`config.mk`:
```
export PLATFORM = sky130hd
export DESIGN_NAME = aof_sample_fetch
export DESIGN_NICKNAME = d
export VERILOG_FILES = /design/src/aof_pkg.sv /design/src/aof_sample_fetch.sv
export SDC_FILE = /design/constraint.sdc
export NUM_CORES = 1
export LEC_CHECK = 0
export ABC_AREA = 1
export BUFFER_PORTS_ARGS = -buffer_cell sky130_fd_sc_hd__buf_2
export CORE_UTILIZATION = 50
export CTS_CLUSTER_DIAMETER = 50
export DETAILED_ROUTE_END_ITERATION = 8
export PLACE_DENSITY = 0.81
export SLEW_MARGIN = 20
export SYNTH_ARGS = -nofsm -noshare
export SYNTH_HDL_FRONTEND = slang
export SYNTH_SLANG_ARGS = --single-unit
```
`constraint.sdc`:
```
create_clock -name clk -period 3.9 [get_ports clk]
set_clock_uncertainty 0.15 [all_clocks]
set_input_delay 0.78 -clock clk [delete_from_list [all_inputs] [get_ports clk]]
set_output_delay 0.78 -clock clk [all_outputs]
set_load 0.05 [all_outputs]
```
`src/aof_pkg.sv`:
```
package aof_pkg;

	// Register word offsets on the plain register port.
	localparam logic [3:0] REG_CTL    = 4'h0;
	localparam logic [3:0] REG_FIRST_BUFFER_BASE  = 4'h1;
	localparam logic [3:0] REG_SECOND_BUFFER_BASE  = 4'h2;
	localparam logic [3:0] REG_SIZE   = 4'h3;
	localparam logic [3:0] REG_STATUS = 4'h4;

	// Unit control register bit positions.
	localparam int CTL_RESET    = 31;
	localparam int CTL_TRANS    = 0;
	localparam int CTL_LITTLE   = 1;
	localparam int CTL_SIGN     = 2;
	localparam int CTL_INT1     = 3;
	localparam int CTL_INT2     = 4;
	localparam int CTL_UDRINT   = 5;
	localparam int CTL_FIRST_REFILL_ACK     = 6;
	localparam int CTL_SECOND_REFILL_ACK     = 7;
	localparam int CTL_ACKUDR   = 8;
	localparam int CTL_FMT_LO   = 9;
	localparam int CTL_LANE_LO  = 11;

	// Exact value that requests the unit software reset.
	localparam logic [31:0] SOFT_RESET_VALUE = 32'h8000_0000;

	// Reset values.
	localparam logic [1:0]  FMT_RESET  = 2'h0;
	localparam logic [1:0]  LANE_RESET = 2'h0;
	localparam logic [31:0] ADDR_RESET = 32'h0000_0000;

	// Sample formats.
	typedef enum logic [1:0] {
		AOF_MONO32   = 2'b00,
		AOF_STEREO32 = 2'b01,
		AOF_MONO16   = 2'b10,
		AOF_STEREO16 = 2'b11
	} aof_fmt_e;

	// Fetch engine states.
	typedef enum logic [1:0] {
		AOF_IDLE  = 2'b00,
		AOF_READ  = 2'b01,
		AOF_WAIT  = 2'b10,
		AOF_HAND  = 2'b11
	} aof_state_e;

endpackage : aof_pkg

```
`src/aof_sample_fetch.sv`:
```
// Operation
// - Spread samples over one to four lanes.
// - Fetch addresses never decrease within buffer; 16-bit formats fetch each word twice.
// - Byte order bit selects big or little.
// - Optional MSB inversion of fetched samples.
// - Idle lanes carry inverted-MSB zeros too.
// - Codec control fields never get inverted.
// - Chip reset or 0x80000000 resets unit.
// - Processor-only reset leaves unit alone.
// - Timestamp cleared by chip/processor reset only.
// - Reset: transmit off, buffer one current.
// - Drain buffer one, flag, continue buffer two.
// - Drained buffer one raises enabled interrupt.
// - Size counts samples or pairs per buffer.
// - Format decode; mono duplicates left to right.
// - Acknowledge clears drained flag, reads zero.
// - Missing buffer: no samples, sticky underrun.
//
// The implementer's own choices: the register offsets and the strobed register port.
`timescale 1ns/1ns
module aof_sample_fetch
	import aof_pkg::*;
(
	input  wire logic        clk,          // System clock, 125 MHz.
	input  wire logic        rst_n,        // Chip reset, active low.
	input  wire logic        cpuRst,       // Processor-only reset pulse.
	input  wire logic [3:0]  regAddr,      // Register word index.
	input  wire logic [31:0] regWdata,     // Register write data.
	input  wire logic        regWr,        // Write strobe.
	input  wire logic        regRd,        // Read strobe.
	output logic      [31:0] regRdata,     // Read data, one cycle later.
	output logic      [31:0] memAddr,      // Memory read byte address.
	output logic             memReq,       // Memory read request.
	input  wire logic        memGnt,       // Memory accepted request.
	input  wire logic [31:0] memRdata,     // Memory read data.
	input  wire logic        memRvalid,    // Memory read data valid.
	input  wire logic        frameReq,     // Formatter wants next frame.
	output logic             frameValid,   // Frame of lane samples ready.
	output logic [31:0]      laneLeft  [4],// Left sample for each lane.
	output logic [31:0]      laneRight [4],// Right sample for each lane.
	output logic             irqReq,       // Interrupt request level.
	output logic [63:0]      timestamp     // Free-running timestamp.
);

	////////////////////////////////////////////////////////////////////////
	// Control and status storage.

	logic        unitRst;                  // Chip or software unit reset.
	logic        softRst_r;                // Software reset, one cycle.
	logic        transmitOn_r;             // Transmission enable.
	logic        littleEnd_r;              // Little endian byte order.
	logic        signInv_r;                // MSB invert enable.
	logic        firstDrainIrqEn_r;        // Buffer one interrupt enable.
	logic        secondDrainIrqEn_r;       // Buffer two interrupt enable.
	logic        udrIrqEn_r;               // Underrun interrupt enable.
	logic [1:0]  fmt_r;                    // Sample format select.
	logic [1:0]  laneCount_r;              // Active lanes minus one.
	logic [31:0] firstBase_r;              // Buffer one base address.
	logic [31:0] secondBase_r;             // Buffer two base address.
	logic [31:0] length_r;                 // Buffer size in samples or pairs.
	logic        firstCurrent_r;           // Buffer one supplies next.
	logic        firstDrained_r;           // Buffer one drained flag.
	logic        secondDrained_r;          // Buffer two drained flag.
	logic        underrun_r;               // Sticky underrun flag.
	logic        ctlWr;                    // Write to unit control.
	logic        first_refill_ack;                     // Buffer one acknowledge.
	logic        second_refill_ack;                     // Buffer two acknowledge.
	logic        ackUdr;                   // Underrun acknowledge.

	// Fetch engine.
	aof_state_e  state_r;                  // Fetch state.
	logic [31:0] offset_r;                 // Byte offset in buffer.
	logic [31:0] bufBytes;                 // Buffer length in bytes.
	logic [2:0]  slot_r;                   // Sample slot within frame.
	logic [2:0]  lastSlot;                 // Final slot of one frame.
	logic [31:0] sample;                   // Decoded, converted sample.
	logic        bufEnd;                   // Fetched last buffer word.
	logic        curDrained;               // Current buffer is drained.
	logic [31:0] stageL [4];               // Frame being assembled, left.
	logic [31:0] stageR [4];               // Frame being assembled, right.

	// Byte order and width decode, used by the fetch datapath.
	function automatic logic [31:0] decode(input logic [31:0] w,
		input logic is16, input logic le, input logic hi);
		logic [15:0] h;
		h = hi ? w[31:16] : w[15:0];
		if (is16)
			decode = le ? {h, 16'h0000} : {h[7:0], h[15:8], 16'h0000};
		else
			decode = le ? w : {w[7:0], w[15:8], w[23:16], w[31:24]};
	endfunction : decode

	////////////////////////////////////////////////////////////////////////
	// Reset handling.

	// Soft reset is delayed a cycle so the write itself completes.
	// unit reset sources
	assign ctlWr   = regWr && (regAddr == REG_CTL);
	assign unitRst = !rst_n || softRst_r;

	always_ff @(posedge clk) begin
		if (!rst_n)
			softRst_r <= 1'b0;
		else
			softRst_r <= ctlWr && (regWdata == SOFT_RESET_VALUE);
	end

	always_ff @(posedge clk) begin
		if (!rst_n || cpuRst)
			timestamp <= 64'h0000_0000_0000_0000;
		else
			timestamp <= timestamp + 64'h0000_0000_0000_0001;
	end

	////////////////////////////////////////////////////////////////////////
	// Register writes.

	// Acknowledges are write-only pulses; they never store a value.
	assign first_refill_ack   = ctlWr && regWdata[CTL_FIRST_REFILL_ACK];
	assign second_refill_ack   = ctlWr && regWdata[CTL_SECOND_REFILL_ACK];
	assign ackUdr = ctlWr && regWdata[CTL_ACKUDR];

	always_ff @(posedge clk) begin
		if (unitRst) begin
			transmitOn_r       <= 1'b0;
			littleEnd_r        <= 1'b0;
			signInv_r          <= 1'b0;
			firstDrainIrqEn_r  <= 1'b0;
			secondDrainIrqEn_r <= 1'b0;
			udrIrqEn_r         <= 1'b0;
			fmt_r              <= FMT_RESET;
			laneCount_r        <= LANE_RESET;
		end else if (ctlWr && !regWdata[CTL_RESET]) begin
			transmitOn_r       <= regWdata[CTL_TRANS];
			littleEnd_r        <= regWdata[CTL_LITTLE];
			signInv_r          <= regWdata[CTL_SIGN];
			firstDrainIrqEn_r  <= regWdata[CTL_INT1];
			secondDrainIrqEn_r <= regWdata[CTL_INT2];
			udrIrqEn_r         <= regWdata[CTL_UDRINT];
			fmt_r              <= regWdata[CTL_FMT_LO +: 2];
			laneCount_r        <= regWdata[CTL_LANE_LO +: 2];
		end
	end

	// Buffer descriptors; software keeps bases aligned and sizes whole.
	always_ff @(posedge clk) begin
		if (unitRst) begin
			firstBase_r  <= ADDR_RESET;
			secondBase_r <= ADDR_RESET;
			length_r     <= ADDR_RESET;
		end else if (regWr) begin
			if (regAddr == REG_FIRST_BUFFER_BASE)
				firstBase_r <= regWdata;
			if (regAddr == REG_SECOND_BUFFER_BASE)
				secondBase_r <= regWdata;
			if (regAddr == REG_SIZE)
				length_r <= regWdata;
		end
	end

	// Read data stand in the cycle after the strobe; acks read zero.
	// acknowledge reads zero
	always_ff @(posedge clk) begin
		if (unitRst)
			regRdata <= 32'h0000_0000;
		else if (!regRd)
			regRdata <= 32'h0000_0000;
		else begin
			case (regAddr)
				REG_CTL:    regRdata <= {19'h00000, laneCount_r, fmt_r,
					3'h0, udrIrqEn_r, secondDrainIrqEn_r,
					firstDrainIrqEn_r, signInv_r, littleEnd_r,
					transmitOn_r};
				REG_FIRST_BUFFER_BASE:  regRdata <= firstBase_r;
				REG_SECOND_BUFFER_BASE:  regRdata <= secondBase_r;
				REG_SIZE:   regRdata <= length_r;
				REG_STATUS: regRdata <= {28'h0000000, underrun_r,
					secondDrained_r, firstDrained_r, firstCurrent_r};
				default:    regRdata <= 32'h0000_0000;
			endcase
		end
	end

	////////////////////////////////////////////////////////////////////////
	// Fetch datapath.

	always_comb begin
		case (aof_fmt_e'(fmt_r))
			AOF_MONO16:   bufBytes = {length_r[30:0], 1'b0};
			AOF_MONO32:   bufBytes = {length_r[29:0], 2'b00};
			AOF_STEREO16: bufBytes = {length_r[29:0], 2'b00};
			default:      bufBytes = {length_r[28:0], 3'b000};
		endcase
	end

	assign lastSlot = fmt_r[0] ? {laneCount_r, 1'b1} : {1'b0, laneCount_r};
	assign curDrained = firstCurrent_r ? firstDrained_r : secondDrained_r;

	// MSB inversion
	// A 16-bit sample is carried MSB-aligned in the 32-bit lane word.
	// Byte lanes are little endian: the lowest address sits in bits 7:0,
	// so the upper half holds the odd half-word for either byte order.
	assign sample = decode(memRdata, fmt_r[1], littleEnd_r, offset_r[1])
		^ {signInv_r, 31'h00000000};

	assign memAddr = (firstCurrent_r ? firstBase_r : secondBase_r)
		+ {offset_r[31:2], 2'b00};
	assign memReq  = (state_r == AOF_READ);
	assign bufEnd  = (offset_r + (fmt_r[1] ? 32'h2 : 32'h4)) >= bufBytes;

	// Fetch sequence: read one sample, place it, hand out a full frame.
	// no samples when starved
	always_ff @(posedge clk) begin
		if (unitRst) begin
			state_r <= AOF_IDLE;
			offset_r <= 32'h0000_0000;
			slot_r <= 3'h0;
			firstCurrent_r <= 1'b1;
		end else begin
			case (state_r)
				AOF_IDLE:
					if (transmitOn_r && !curDrained)
						state_r <= AOF_READ;
				AOF_READ:
					if (memGnt)
						state_r <= AOF_WAIT;
				AOF_WAIT:
					if (memRvalid) begin
						if (bufEnd) begin
							offset_r <= 32'h0000_0000;
							firstCurrent_r <= !firstCurrent_r;
						end else
							offset_r <= offset_r +
								(fmt_r[1] ? 32'h2 : 32'h4);
						if (slot_r == lastSlot) begin
							slot_r <= 3'h0;
							state_r <= AOF_HAND;
						end else begin
							slot_r <= slot_r + 3'h1;
							state_r <= AOF_IDLE;
						end
					end
				AOF_HAND:
					// hold until consumed
					// Leave on the edge that loads the lanes, so one frame
					// is handed over exactly once.
					if (frameReq)
						state_r <= AOF_IDLE;
				default:
					state_r <= AOF_IDLE;
			endcase
		end
	end

	// Stage samples; mono copies left into right, idle lanes get {signInv_r, 0}.
	// mono duplicates
	generate
		for (genvar i = 0; i < 4; i++) begin : g_lane
			always_ff @(posedge clk) begin
				if (unitRst || (state_r == AOF_HAND && frameReq)) begin
					stageL[i] <= {signInv_r, 31'h00000000};
					stageR[i] <= {signInv_r, 31'h00000000};
				end else if (state_r == AOF_WAIT && memRvalid) begin
					if (fmt_r[0]) begin
						if (slot_r == 3'(2 * i))
							stageL[i] <= sample;
						if (slot_r == 3'(2 * i + 1))
							stageR[i] <= sample;
					end else if (slot_r == 3'(i)) begin
						stageL[i] <= sample;
						stageR[i] <= sample;
					end
				end
			end
			// Frame outputs update only on hand-off or unit reset, so they stay stable.
			always_ff @(posedge clk) begin
				if (unitRst) begin
					laneLeft[i]  <= 32'h0000_0000;
					laneRight[i] <= 32'h0000_0000;
				end else if (state_r == AOF_HAND && frameReq) begin
					// idle lanes inverted
					// Software may set the invert bit after the staging
					// was cleared, so idle lanes use the live setting.
					laneLeft[i]  <= (2'(i) > laneCount_r) ?
						{signInv_r, 31'h00000000} : stageL[i];
					laneRight[i] <= (2'(i) > laneCount_r) ?
						{signInv_r, 31'h00000000} : stageR[i];
				end
			end
		end
	endgenerate

	// codec fields untouched
	// Control fields are inserted downstream, beyond this inversion.
	always_ff @(posedge clk) begin
		if (unitRst)
			frameValid <= 1'b0;
		else
			frameValid <= (state_r == AOF_HAND) && frameReq;
	end

	////////////////////////////////////////////////////////////////////////
	// Status flags; a set in the same cycle as an acknowledge wins.

	logic endFirst;                        // Buffer one just drained.
	logic endSecond;                       // Buffer two just drained.
	assign endFirst  = (state_r == AOF_WAIT) && memRvalid && bufEnd
		&& firstCurrent_r;
	assign endSecond = (state_r == AOF_WAIT) && memRvalid && bufEnd
		&& !firstCurrent_r;

	always_ff @(posedge clk) begin
		if (unitRst) begin
			firstDrained_r  <= 1'b0;
			secondDrained_r <= 1'b0;
		end else begin
			firstDrained_r  <= endFirst  || (firstDrained_r && !first_refill_ack);
			secondDrained_r <= endSecond || (secondDrained_r && !second_refill_ack);
		end
	end

	// Starved while the formatter asks and the current buffer is drained.
	// sticky underrun
	always_ff @(posedge clk) begin
		if (unitRst)
			underrun_r <= 1'b0;
		else
			underrun_r <= (transmitOn_r && frameReq && curDrained
				&& state_r == AOF_IDLE) || (underrun_r && !ackUdr);
	end

	assign irqReq = (firstDrained_r && firstDrainIrqEn_r)
		|| (secondDrained_r && secondDrainIrqEn_r)
		|| (underrun_r && udrIrqEn_r);

endmodule : aof_sample_fetch

```
-- After elaboration in Yosys (flattened, before gate mapping)
Memories as Yosys holds them, arrays and structs flattened. A register that Yosys moved wholly into a read port is not among the register bits.
Index checks and enable logic that the tools add are counted.
Widths: inputs -> output; s select.
- div/mod/pow operators: 0
- bitwise logic cells: 18
- equal/unequal tests: 22
- $lt $le $gt $ge: 4
- shift-type cells: 0
- reductions and logical operators: 48
- add/subtract/negate cells: 4
- $mul: 0
- mux-type cells: 98
- operators with widths (operator ; count):
    $mux 32 ; 27
    $pmux 32 s5 ; 1
    $add 64x1->64 const B ; 1
    $pmux 32 s2 ; 1
    $mux 1 ; 59
    $add 32x3->32 ; 1
    $add 32x32->32 ; 1
    $eq 32x32->1 const B ; 1
    $ge 32x32->1 ; 1
    $xor 32x32->32 ; 1
    $logic_and 1x1->1 ; 21
    $mux 16 ; 1
    $or 1x1->1 ; 16
    $eq 3x3->1 const B ; 4
    $mux 2 ; 5
    $mux 3 ; 3
    $eq 2x2->1 const B ; 4
    $eq 4x2->1 const B ; 2
    $logic_or 1x1->1 ; 8
    $pmux 2 s4 ; 1
    $reduce_and 2->1 ; 4
    $logic_not 1->1 ; 7
    $eq 3x2->1 const B ; 2
    $ne 2x2->1 const B ; 3
    other kinds (16) ; 19
- bits in registers: 437
- bits of input ports: 76
- memories: 2
- output and inout bits: 387
- memory bits (read-only): 0
- word-level logic and storage cells: 224
- latch bits: 0
- bits in writable memories: 256
- memory list (memory ; depth ; width ; rd ports ; clocked after memory_dff ; write ports ; RTL line ; text):
    stageL ; 4 ; 32 ; 4 ; 1 ; 4 ; aof_sample_fetch.sv:79 ; logic [31:0] stageL [4];
    stageR ; 4 ; 32 ; 4 ; 1 ; 4 ; aof_sample_fetch.sv:80 ; logic [31:0] stageR [4];

-- Depth between registers and ports, before layout
- depth after elaboration: 8
- gate-level depth with buffers: 22
- depth with buffers taken out: 21

-- Least setup slack after synthesis
OpenSTA, ideal clock, no wires.
- kind: register to output
- start: reg firstCurrent_r
- end: out memAddr[24]
- stages on the path, launching flop included: 13
- arrival: 3.195 ns
- data required time: 2.970 ns
- setup slack: -0.225 ns
- path buffers: 2
- cells stage by stage: dfxtp_1 -> clkbuf_1 -> buf_1 -> nand2_1 -> o21ai_0 -> ha_1 -> inv_1 -> fa_1 -> o21ai_2 -> a21boi_0 -> or2_2 -> nand3_1 -> xor2_1
- word-level cells in the longest chain between the ends: 2
- ends and longest elaborated chain (what ; RTL line ; text):
    from (decl) ; aof_sample_fetch.sv:61 ; logic firstCurrent_r;
    from (signal assigned) ; aof_sample_fetch.sv:231 ; firstCurrent_r <= !firstCurrent_r;
    $mux 32 ; aof_sample_fetch.sv:206 ; assign memAddr = (firstCurrent_r ? firstBase_r : secondBase_r)
    $add 32x32->32 ; aof_sample_fetch.sv:207 ; + {offset_r[31:2], 2'b00};
    to (decl) ; aof_sample_fetch.sv:32 ; output logic [31:0] memAddr,
No other way between the ends.

-- Worst setup path after layout
Ends and elaborated chain as after synthesis.

==> out/results.tsv <==
metric	value	unit
dr.pass1.iters	8	
rsz0062_at_grt	true	
vias	29207	
fmax	250	MHz
drv_cap	0	
syn_avg_cell_area	9.17	µm²
grt_max_degree	202	
areaGrowthSynthToFinish	21.0	%
clock_sinks	756	
ys_types	54	
grtUsageMet3	5.92	%
critical_path.startpoint	firstCurrent_r	
core.rowCount	93	
setup_viol	9	
layout_common_cells	dfxtp_1, nor2_1, nand2_1	
worstPathCellList	buf_8 -> o21ai_4 -> ha_4 -> inv_2 -> fa_2 -> o21ai_4 -> buf_6 -> a21boi_4 -> or2_2 -> nand3_2 -> xor2_2 -> buf_6	
drive_gt1_share	21.8	%
synthAdderAreaFrac	2.83	%
routedWlPerCell	21.7	µm
critPathArrivalTime	3.07	ns
p_total	0.0184	W
clk_latency	0.65	ns
via_per_inst	5.88	
crit_slowest_cell	fa_2	
hold_start	stageR[2][5]	
slew_viol_final	0	
io_pins	463	
synthesis.area	0.0328	mm²
slowest_delay	0.41	ns
ys_warn_count	0	
numCtsBuffers	87	
cts-root-buf	clkbuf_16	
postSynth.asyncResetShare	0	%
synth_cells	3579	
holdBufCountCts	0	
critPathLaunchType	flip-flop	
ir_drop	0.333	mV
drtAntennaViolNets	0	
relSlewSlack	22.4	%
power_density	465	mW/mm²
worst_pin_slew	1.16	ns
violations	setup timing	
fin_crit	4.00	ns
grt_usage	31.2	%
core	0.0647	mm²
hpwl	74700	µm
initialDrtViolationCount	3543	
die_y	258	µm
grt.busiest_layer	met2	
antenna_found_initial	7	
synth_fp_nets	3728	
die-area	0.0667	mm²
grt_remaining_overflow	0	
grt_pass1_vias	26655	
r2r_start	fmt_r[0]	
setup_ws	-0.0953	ns
fill_cells	5467	
cts_tree	built	
synth_xor_area_share	1.36	%
htree_levels	3	
final_common_cell	dfxtp_1	
synth-simple-area-share	16.3	%
die_w	258	µm
start_util	50.7	%
critPathMaxFanout	7	
hp-class	reg -> reg	
setup_tns	-0.387	ns
report.final.hold_viol_count	0	
path_clk_slew	0.06	ns
crit_required	2.97	ns
use_met2	48.5	%
synth-edff-count	256	
grtUsageMet1	42.7	%
synth_top_family_by_area	compound AO/OA/AOI/OAI gates	
yosysSeqAreaShare	53.9	%
finalCritPeriodShare	102	%
status	complete, but fails checks	
dominantRegCellSynth	dfxtp_1	
synthMuxAreaShare	0	%
p_leak	16.2	nW
synth_compound_area_share	18.9	%
ys_seq_elements	756	
io_buffers	462	
gp_congestion	0.969	
cp-end-kind	output pin	
cts.path.max_buffers	3	
critPathKind	reg -> out	
wl	108000	µm
drc_errors	0	
nets	4188	
grt_pass1_wl	160000	µm
cell usage after synthesis (all sizes together), types with 7 or more instances:
library cell | count | share of area (%)
a21oi | 301 | 4.6
a221oi | 10 | 0.27
a22o | 64 | 1.7
a32o | 186 | 5.7
buf | 107 | 2.2
clkbuf | 99 | 1.1
dfxtp | 500 | 31
edfxtp | 256 | 23
ha | 71 | 2.7
inv | 299 | 3.4
nand2 | 482 | 5.6
nand3 | 93 | 1.5
nand3b | 8 | 0.18
nand4 | 69 | 1.4
nor2 | 504 | 6.0
nor3 | 46 | 0.82
nor4 | 10 | 0.19
o21a | 7 | 0.16
o21ai | 301 | 4.7
o221ai | 25 | 0.67
o22ai | 38 | 0.72
or2 | 17 | 0.32
xnor2 | 14 | 0.37
xor2 | 37 | 0.99
final timing paths:
kind | endpoint | slack, ns | cells after the start
min | laneRight[37] | 0.28 | 1
min reg2reg | laneRight[37] | 0.28 | 1
max reg2reg | offset_r[17] | 0.27 | 17
max | memAddr[24] | -0.1 | 12
area by class of cell:
cell class / count / area, µm² / area share, %
Sequential cell: 756 / 17700 / 44.6
Multi-Input combinational cell: 2317 / 13500 / 33.9
Inverter: 300 / 1130 / 2.86
Clock buffer: 123 / 2430 / 6.13
Antenna cell: 1 / 2.50 / 0.00630
Tap cell: 855 / 1070 / 2.69
Timing Repair Buffer: 577 / 3370 / 8.48
Clock inverter: 40 / 536 / 1.35
report_power, final:
part	internal, W	leakage, nW	switching [W]
clock network	0.00480	1.42	0.00350
logic	0.000359	8.14	0.00120
registers	0.00845	6.68	0.000130
total	0.0136	16.2	0.00483
per-layer routing:
layer | wire length, µm | vias up
met5 | 57 | -
met4 | 4240 | 10
met3 | 10800 | 237
met2 | 48700 | 1626
met1 | 43800 | 13843
li1 | - | 13491
state kept, by name, summed over array words and instances, names as in the netlist, 3 cells and up:
| signal | flops |
|---|---|
| laneLeft | 128 |
| stageL | 128 |
| timestamp | 64 |
| slot_r | 3 |
| secondBase_r | 32 |
| stageR | 128 |
| length_r | 32 |
| offset_r | 31 |
| regRdata | 32 |
| firstBase_r | 32 |
| laneRight | 128 |
critical path, delay by kind of cell (launching register included):
family                     cells  cell delay [ns]
adders and majority gates      2             0.58
DFF                            1             0.39
xor gates and xnor gates       1             0.16
buffers and inverters          4             0.50
AOI/OAI and AO/OA              3             0.43
and+or+nand+nor                2             0.38
cells by family after synthesis:
family	after synthesis
AND/OR/NAND/NOR	1242
AO/OA/AOI/OAI	951
flip-flops	756
buffers and inverters	506
adder cells (fa/ha/maj)	73
XOR/XNOR	51
stage by stage:
| stage | hold slack (ns) | util (%) | area, µm² | setup WS, ns | instances |
|---|---|---|---|---|---|
| 6_report | 0.278 | 61.4 | 39700 | -0.0953 | 4969 |
| 4_1_cts | 0.274 | 61.0 | 39500 | -0.0291 | 4964 |
| 3_5_place_dp | 0.297 | 55.4 | 35900 | 0.152 | 4769 |
| 5_1_grt | 0.295 | 61.4 | 39700 | -0.192 | 4969 |
| 3_3_place_gp | 0.289 | 55.4 | 35900 | 0.150 | 4769 |
| 2_1_floorplan | 0.289 | - | 32800 | 0.00249 | 3579 |
timing repair:
action | 4_1_cts | 5_1_grt
buffers inserted | 31 | 5
setup endpoints to repair | 24 | 27
resized for setup | 140 | 57
pin swaps | 52 | 18
cloned | 1 | 0
Note: power is estimated with default switching activity, not from simulation.
